## src/common/roc_defines.svh

```systemverilog
`ifndef ROC_DEFINES_SVH
`define ROC_DEFINES_SVH

// Register byte offsets
`define ROC_OFS_HOLD     8'h00
`define ROC_OFS_INV      8'h04
`define ROC_OFS_SRC      8'h08
`define ROC_OFS_MODE     8'h0C
`define ROC_OFS_NODE0    8'h10
`define ROC_OFS_NODE3    8'h1C
`define ROC_OFS_STAT     8'h20

// Reset values
`define ROC_HOLD_RST     16'h000A
`define ROC_INV_RST      4'h0
`define ROC_SRC_RST      16'h0000
`define ROC_NODE_RST     16'h0000

// Source select codes, four bits per output
`define ROC_SRC_OFF      4'h0
`define ROC_SRC_TOOL0    4'h1
`define ROC_SRC_TOOL7    4'h8
`define ROC_SRC_PRESENT  4'h9
`define ROC_SRC_PART_OK  4'hA
`define ROC_SRC_DEFECT   4'hB
`define ROC_SRC_NODE0    4'hC

// Node word: op in [1:0], tool mask in [11:4], node mask in [15:12]
`define ROC_NODE_TOOL_LSB 4
`define ROC_NODE_NODE_LSB 12

// Status fields
`define ROC_STAT_TRIG    4
`define ROC_STAT_BUSY    5
`define ROC_STAT_ERR_LSB 8

// Millisecond timebase
`define ROC_CLK_NS       40
`define ROC_TICK_NS      1000000
`define ROC_TICK_CYCLES  (`ROC_TICK_NS / `ROC_CLK_NS)

`endif

```

## src/common/roc_pkg.sv

```systemverilog
`default_nettype none
package roc_pkg;

	typedef enum logic [1:0] {
		ROC_OP_AND = 2'h0,
		ROC_OP_OR  = 2'h1,
		ROC_OP_XOR = 2'h2,
		ROC_OP_NOT = 2'h3
	} roc_op_e;

	typedef enum logic [1:0] {
		ROC_T_IDLE = 2'b01,
		ROC_T_HOLD = 2'b10
	} roc_tstate_e;

	typedef logic [15:0] roc_node_t;

endpackage
`default_nettype wire

```

## src/common/roc_tmr_if.sv

```systemverilog
`timescale 1ns/1ps
`default_nettype none
interface roc_tmr_if;
	logic        restart;
	logic [15:0] hold_ms;
	logic        busy;
	modport ctrl (output restart, output hold_ms, input busy);
	modport tmr  (input restart, input hold_ms, output busy);
endinterface
`default_nettype wire

```

## src/logic/roc_timer.sv

```systemverilog
`timescale 1ns/1ps
`default_nettype none
`include "roc_defines.svh"
module roc_timer
	import roc_pkg::*;
#(
	parameter int TICK_CYCLES = `ROC_TICK_CYCLES
) (
	// Clock and reset
	input wire logic mclk,
	input wire logic nrst,
	// Hold control
	roc_tmr_if.tmr   tm
);
	typedef struct packed {
		roc_tstate_e st;
		logic [15:0] pre;
		logic [15:0] ms;
	} roc_tmr_s;

	roc_tmr_s q;
	roc_tmr_s d;
	logic     tick;

	assign tick    = (q.pre == 16'(TICK_CYCLES - 1));
	assign tm.busy = (q.st == ROC_T_HOLD);

	always_comb begin
		d = q;
		d.pre = tick ? 16'h0000 : q.pre + 16'h0001;
		case (q.st)
			ROC_T_IDLE: begin
			end
			ROC_T_HOLD: begin
				if (tick) begin
					d.ms = q.ms - 16'h0001;
					if (q.ms == 16'h0001) begin
						d.st = ROC_T_IDLE;
					end
				end
			end
			default: begin
				d.st = ROC_T_IDLE;
			end
		endcase
		if (tm.restart) begin
			d.pre = 16'h0000;
			d.ms  = tm.hold_ms;
			d.st  = (tm.hold_ms == 16'h0000) ? ROC_T_IDLE : ROC_T_HOLD;
		end
	end

	always_ff @(posedge mclk) begin
		if (!nrst) begin
			q <= '{st: ROC_T_IDLE, pre: 16'h0000, ms: 16'h0000};
		end else begin
			q <= d;
		end
	end
endmodule
`default_nettype wire

```

## src/logic/roc_top.sv

```systemverilog
// What this block does
// - After a result is latched each output keeps its value for the hold time in milliseconds, 10 ms after reset.
// - A hold time of zero keeps the outputs at the latched result until the next result, as a signal extender.
// - An inverted output is low for a passing result and high for a failing one.
// - Without inversion, the reset setting, an output is high for a passing result and low otherwise.
// - One shared hold time governs every switching output at once.
// - Output 4 passes the trigger output while unassigned and becomes a general output once a source is set.
// - In logic mode an output may take its value from a logic node or a chain of nodes over tool results.
// - In logic mode the part present, part passing and part defective sources are unavailable.
// - An AND node passes only when all of its connected inputs pass.
// - An OR node passes when at least one connected input passes.
// - An XOR node takes at most two inputs and passes when they differ.
// - A NOT node takes at most one input and gives its opposite.
`timescale 1ns/1ps
`default_nettype none
`include "roc_defines.svh"
module roc_top
	import roc_pkg::*;
#(
	parameter int TICK_CYCLES = `ROC_TICK_CYCLES
) (
	// Clock and reset
	input  wire logic        mclk,
	input  wire logic        nrst,
	// AHB-Lite slave
	input  wire logic        hsel,
	input  wire logic [31:0] haddr,
	input  wire logic [1:0]  htrans,
	input  wire logic        hwrite,
	input  wire logic [2:0]  hsize,
	input  wire logic [31:0] hwdata,
	input  wire logic        hready,
	output logic      [31:0] hrdata,
	output logic             hreadyout,
	output logic             hresp,
	// Inspection results
	input  wire logic        result_valid,
	input  wire logic [7:0]  tool_pass,
	input  wire logic        trig_in,
	// Switching outputs
	output logic      [3:0]  sw_out
);
	typedef struct packed {
		logic [15:0]          hold_ms;
		logic [3:0]           invert;
		logic [3:0][3:0]      src_sel;
		logic                 logic_mode;
		logic [3:0][15:0]     node_cfg;
		logic [3:0]           out_q;
		logic                 shown;
		logic [3:0]           pins;
		logic                 dp_sel;
		logic                 dp_write;
		logic [7:0]           dp_addr;
		logic [31:0]          rdata;
	} roc_top_s;

	roc_top_s   q;
	roc_top_s   d;
	roc_tmr_if  tm ();
	logic [3:0] node_val;
	logic [3:0] node_err;
	logic [3:0] src_act;
	logic [3:0] src_pass;
	logic       show;

	// Returns {error, pass} of one node over tool results and lower nodes
	function automatic logic [1:0] eval_node(input roc_node_t cfg, input logic [7:0] tools,
			input logic [3:0] lower);
		logic [11:0] m;
		logic [11:0] v;
		logic [3:0]  n;
		logic [1:0]  r;
		m = {cfg[`ROC_NODE_NODE_LSB +: 4], cfg[`ROC_NODE_TOOL_LSB +: 8]};
		v = {lower, tools};
		n = 4'h0;
		for (int i = 0; i < 12; i++) begin
			n = n + {3'h0, m[i]};
		end
		case (roc_op_e'(cfg[1:0]))
			ROC_OP_AND: r = {1'b0, ((v | ~m) == 12'hFFF) && (n != 4'h0)};
			ROC_OP_OR: r = {1'b0, |(v & m)};
			ROC_OP_XOR: r = (n > 4'h2) ? 2'h2 : {1'b0, ^(v & m)};
			ROC_OP_NOT: r = (n > 4'h1) ? 2'h2 : {1'b0, ~|(v & m)};
			default: r = 2'h0;
		endcase
		return r;
	endfunction

	// Returns {active, pass} of a source code
	function automatic logic [1:0] eval_src(input logic [3:0] code, input logic [7:0] tools,
			input logic [3:0] nodes, input logic lmode);
		logic [1:0] r;
		r = 2'h0;
		if (code >= `ROC_SRC_TOOL0 && code <= `ROC_SRC_TOOL7) begin
			r = {1'b1, tools[3'(code - `ROC_SRC_TOOL0)]};
		end else if (code >= `ROC_SRC_NODE0) begin
			// node sourcing only in logic mode
			r = {lmode, nodes[2'(code - `ROC_SRC_NODE0)]};
		end else if (!lmode) begin
			// collective sources off in logic mode
			case (code)
				`ROC_SRC_PRESENT: r = {1'b1, tools[0]};
				`ROC_SRC_PART_OK: r = {1'b1, &tools};
				`ROC_SRC_DEFECT:  r = {1'b1, ~&tools};
				default:          r = 2'h0;
			endcase
		end
		return r;
	endfunction

	// chain of nodes, each may read lower-numbered ones
	always_comb begin
		logic [3:0] lower;
		logic [1:0] res;
		lower    = 4'h0;
		res      = 2'h0;
		node_val = 4'h0;
		node_err = 4'h0;
		for (int i = 0; i < 4; i++) begin
			lower       = node_val & ((4'h1 << i) - 4'h1);
			res         = eval_node(q.node_cfg[i], tool_pass, lower);
			node_val[i] = res[0] & ~res[1];
			node_err[i] = res[1];
		end
	end

	always_comb begin
		logic [1:0] s;
		s        = 2'h0;
		src_act  = 4'h0;
		src_pass = 4'h0;
		for (int i = 0; i < 4; i++) begin
			s           = eval_src(q.src_sel[i], tool_pass, node_val, q.logic_mode);
			src_act[i]  = s[1];
			src_pass[i] = s[0];
		end
	end

	// every result restarts the shared timer
	assign tm.restart = result_valid;
	// one hold value for all outputs
	assign tm.hold_ms = q.hold_ms;

	roc_timer #(
		.TICK_CYCLES (TICK_CYCLES)
	) u_timer (
		.mclk (mclk),
		.nrst (nrst),
		.tm   (tm)
	);

	always_comb begin
		d = q;
		d.dp_sel = 1'b0;
		if (result_valid) begin
			d.out_q = (src_pass ^ q.invert) & src_act;
		end
		// AHB data phase write
		if (q.dp_sel && q.dp_write) begin
			case (q.dp_addr)
				`ROC_OFS_HOLD: d.hold_ms = hwdata[15:0];
				`ROC_OFS_INV:  d.invert = hwdata[3:0];
				`ROC_OFS_SRC:  d.src_sel = hwdata[15:0];
				`ROC_OFS_MODE: d.logic_mode = hwdata[0];
				default: begin
					if (q.dp_addr >= `ROC_OFS_NODE0 && q.dp_addr <= `ROC_OFS_NODE3) begin
						d.node_cfg[2'(q.dp_addr[7:2] - 6'h04)] = hwdata[15:0];
					end
				end
			endcase
		end
		// AHB address phase; read data taken from the updated copy
		if (hsel && hready && htrans[1]) begin
			d.dp_sel   = 1'b1;
			d.dp_write = hwrite;
			d.dp_addr  = {haddr[7:2], 2'h0};
			d.rdata    = 32'h0000_0000;
			case ({haddr[7:2], 2'h0})
				`ROC_OFS_HOLD: d.rdata[15:0] = d.hold_ms;
				`ROC_OFS_INV:  d.rdata[3:0] = d.invert;
				`ROC_OFS_SRC:  d.rdata[15:0] = d.src_sel;
				`ROC_OFS_MODE: d.rdata[0] = d.logic_mode;
				`ROC_OFS_STAT: begin
					d.rdata[3:0] = q.pins;
					d.rdata[`ROC_STAT_TRIG] = (q.src_sel[3] == `ROC_SRC_OFF);
					d.rdata[`ROC_STAT_BUSY] = tm.busy;
					d.rdata[`ROC_STAT_ERR_LSB +: 4] = node_err;
				end
				default: begin
					if (haddr[7:0] >= `ROC_OFS_NODE0 && haddr[7:0] <= `ROC_OFS_NODE3) begin
						d.rdata[15:0] = d.node_cfg[2'(haddr[7:2] - 6'h04)];
					end
				end
			endcase
		end
		// zero hold extends until next result
		show   = result_valid || tm.busy || (q.hold_ms == 16'h0000 && q.shown);
		d.pins = show ? d.out_q : 4'h0;
		// Expired result is not revived by a later switch to zero hold
		d.shown = show;
		// output 4 falls back to trigger
		if (q.src_sel[3] == `ROC_SRC_OFF) begin
			d.pins[3] = trig_in;
		end
	end

	always_ff @(posedge mclk) begin
		if (!nrst) begin
			q <= '0;
			q.hold_ms <= `ROC_HOLD_RST;
			q.invert <= `ROC_INV_RST;
			q.src_sel <= `ROC_SRC_RST;
		end else begin
			q <= d;
		end
	end

	assign hrdata    = q.rdata;
	assign hreadyout = 1'b1;
	assign hresp     = 1'b0;
	assign sw_out    = q.pins;
endmodule
`default_nettype wire

```

## config.mk

```make
export PLATFORM = sky130hd
export DESIGN_NAME = roc_top
export DESIGN_NICKNAME = d
export VERILOG_FILES = /design/src/common/roc_pkg.sv /design/src/common/roc_tmr_if.sv /design/src/logic/roc_timer.sv /design/src/logic/roc_top.sv
export VERILOG_INCLUDE_DIRS = /design/src /design/src/common
export SDC_FILE = /design/constraint.sdc
export NUM_CORES = 1
export LEC_CHECK = 0
export BUFFER_PORTS_ARGS = -buffer_cell sky130_fd_sc_hd__buf_4
export CAP_MARGIN = 5
export CORE_MARGIN = 2
export CORE_UTILIZATION = 40
export CTS_CLUSTER_DIAMETER = 150
export DETAILED_ROUTE_END_ITERATION = 7
export GPL_ROUTABILITY_DRIVEN = 0
export GPL_TIMING_DRIVEN = 0
export PLACE_DENSITY = 0.6
export SLEW_MARGIN = 20
export SYNTH_ARGS = -nofsm -noshare
export SYNTH_HDL_FRONTEND = slang
export SYNTH_SLANG_ARGS = --single-unit
```

## constraint.sdc

```tcl
create_clock -name mclk -period 9.7 [get_ports mclk]
set_clock_uncertainty 0.05 [all_clocks]
set_input_delay 1.94 -clock mclk [delete_from_list [all_inputs] [get_ports mclk]]
set_output_delay 1.94 -clock mclk [all_outputs]
set_load 0.01 [all_outputs]
```

==> results.py <==
metrics = {
    "die": {
        "start_util": 0.405,
        "die-area_um2": 29400,
        "rows": 61,
        "core-area_um2": 27700,
        "die_w_um": 171,
        "ios": 122,
        "fp.dieH_um": 171,
    },
    "clocking": {
        "clk_pin_slew_ps": 70,
        "cts_sinks": 168,
        "clockRootBuffer": "clkbuf_16",
        "cts_post_setup_buffers_inserted": 0,
        "cts_buffers": 17,
        "clk_latency_ps": 430,
        "clockBufferDepth": 2,
        "hold_buffers": 0,
        "cts-resized-gates": 0,
        "cts_htree_levels": 4,
        "cts_tree": "done",
    },
    "worst_hold_path": {
        "min_path_type": "reg2reg",
    },
    "yosys": {
        "ys_seq_area_frac": 0.300,
        "synthCells": 1260,
        "ys.flop_type": "dfxtp_1",
        "yosys_warnings": 0,
        "synth_common_cells": "168 x dfxtp_1, 112 x nor2b_1, 110 x mux2i_1",
        "synthesis.area_um2": 11200,
        "async_flop_share": 0,
        "synth-edff-count": 0,
        "ys_ff_latch": 168,
        "synth_area_leader_cell": "dfxtp_1",
        "syn-mean-instance-area_um2": 8.90,
        "synthTopCellsByArea": "dfxtp_1 30%, mux2i_1 9.8%, nor2b_1 6.2%",
        "synth_top_area_frac": 0.300,
        "yosysMostFrequentCell": "dfxtp_1",
        "ys_types": 81,
    },
    "pwr": {
        "clkPwrFrac": 0.473,
        "pwr-share-comb": 0.077,
        "p_leak_nw": 5.00,
        "internal_power_mw": 1.20,
        "seq_power_share": 0.450,
        "p_per_area_nw_per_um2": 122,
        "p_sw_mw": 0.363,
        "fin_total_pwr_mw": 1.56,
        "ir_drop_v": 0.000106,
        "p_sw_frac": 0.233,
    },
    "grt": {
        "grt_start_max_net_pins": 17,
        "antenna_found_initial": 0,
        "grt-ovfl-total": 0,
        "grt_pass1_wl_um": 54000,
        "grt_pass1_vias": 8929,
        "track_usage": 0.248,
    },
    "timing": {
        "slew_viol_final": 0,
        "fin_tns_setup_ps": 0,
        "period_share": 0.933,
        "hold_violations": 0,
        "setup_violations": 0,
        "min_period_ps": 9050,
        "worst_pin_slew_ps": 999,
        "fmax_mhz": 110,
        "max_slew_margin": 0.333,
        "rsz0062_at_grt": "false",
    },
    "setup_path": {
        "slowest_stage": "a32oi_2",
        "cpPeakStageDelay_ps": 580,
        "startpoint_type": "flop",
        "crit_path_max_fanout": 8,
        "arrival_ps": 9300,
        "crit_required_ps": 9950,
        "worst_path_most_repeated_cell": "fa_1",
        "critPathCaptureType": "flop",
        "critPathKind": "reg2reg",
    },
    "cells_and_area": {
        "stdcell_count": 1741,
        "synthToLayoutAreaGrowth_pct": 14.2,
        "diodes": 0,
        "nets": 1516,
        "drive_above_1_share": 0.131,
    },
    "drt": {
        "routed_via_density": 5.48,
        "drcViolationCount": 0,
        "initialDrtViolationCount": 861,
        "ant_nets": 0,
        "vias": 9546,
        "dr.pass1.iters": 8,
        "wl_per_cell_um": 20.6,
        "wl_um": 35900,
    },
    "place": {
        "placed_cells": 1710,
        "dp.final_hpwl_um": 28100,
        "io_buffers": 55,
    },
    "job": {
        "max-cap-violations": 0,
    },
    "status": {
        "status": "complete, no violations",
    },
}
==> worst max-delay path: cells and delay by family (launching register included) <==
| family | cells | cell delay (ps) |
|---|---|---|
| AO/OA/AOI/OAI | 8 | 3150 |
| XOR/XNOR | 2 | 320 |
| adder cells (fa/ha/maj) | 7 | 2710 |
| buffers and inverters | 5 | 610 |
| flip-flops | 1 | 450 |
| AND/OR/NAND/NOR | 8 | 1620 |
==> final cells by class <==
| cell class | count | area (um^2) |
|---|---|---|
| Multi-Input combinational cell | 920 | 7060 |
| Sequential cell | 168 | 3360 |
| Timing Repair Buffer | 56 | 420 |
| Tap cell | 378 | 473 |
| Buffer | 100 | 536 |
| Fill cell | 2699 | 14900 |
| Inverter | 88 | 330 |
| Clock buffer | 21 | 470 |
| Clock inverter | 10 | 168 |
==> worst paths after layout <==
path | endpoint | cells past startpoint | slack [ps] | start
worst max-delay path | q[48] | 30 | 650 | q[56]
worst min-delay path | u_timer.q[16] | 1 | 390 | u_timer.q[16]
worst max register to register | q[48] | 30 | 650 | q[56]
worst min register to register | u_timer.q[16] | 1 | 390 | u_timer.q[16]
==> power by group through the flow <==
stage / Sequential [mW] / Clock, mW / Combinational (mW)
after floorplan: 0.716 / 0 / 0.0643
after global placement: 0.717 / 0 / 0.118
after detailed placement: 0.718 / 0 / 0.118
after CTS: 0.702 / 0.745 / 0.119
after global routing: 0.703 / 0.777 / 0.128
final: 0.702 / 0.738 / 0.121
==> layout by cell type (no fill, tap or decap), drive strengths merged, types with 6 or more instances in the layout <==
master   count
dfxtp      168
nor2b      112
mux2i      110
buf        108
nand2      107
nor2        90
inv         89
clkbuf      69
ha          53
o21ai       39
nor3        32
a21oi       31
fa          28
mux4        25
xnor2       24
nand3       19
conb        18
and2        17
xor2        15
o22ai       14
nor3b       13
nor4        12
or3         11
nand2b       9
nand4        9
a31oi        9
a21boi       9
a2111oi      9
and3         7
a211oi       6
o211a        6
==> stage by stage <==
step	worst slack [ps]	hold slack, ps	area (um^2)	utilization
floorplan	2430	368	11300	-
global placement	772	379	12200	0.439
detailed placement	765	388	12200	0.440
CTS	710	398	12800	0.463
global route	68.7	415	12800	0.463
finish	647	393	12800	0.463
==> state kept, by name, summed over array words and instances, names as in the netlist <==
name / cells
u_timer.q: 34
tm.hold_ms: 16
hrdata: 16
q: 98
sw_out: 4
==> metal layers <==
metal  part of all wire  vias up  routed length (um)  global-route usage
li1                   -     4522                   -                   -
met1               0.46     4599               16500               0.358
met2               0.44      378               15700               0.377
met3              0.080       47                2860              0.0488
met4              0.022        0                 800              0.0630
met5                  0        -                   0                   0
==> cells by family after synthesis <==
family | count (synthesis) | share of synthesized area
adders and majority gates | 81 | 0.109
xor gates and xnor gates | 40 | 0.0325
muxes | 137 | 0.150
AOI/OAI and AO/OA | 186 | 0.120
DFF | 168 | 0.300
buffers and inverters | 188 | 0.0772
and+or+nand+nor | 458 | 0.211
other | 2 | 0.000669
No activity file was read; power rests on OpenSTA's default activity.
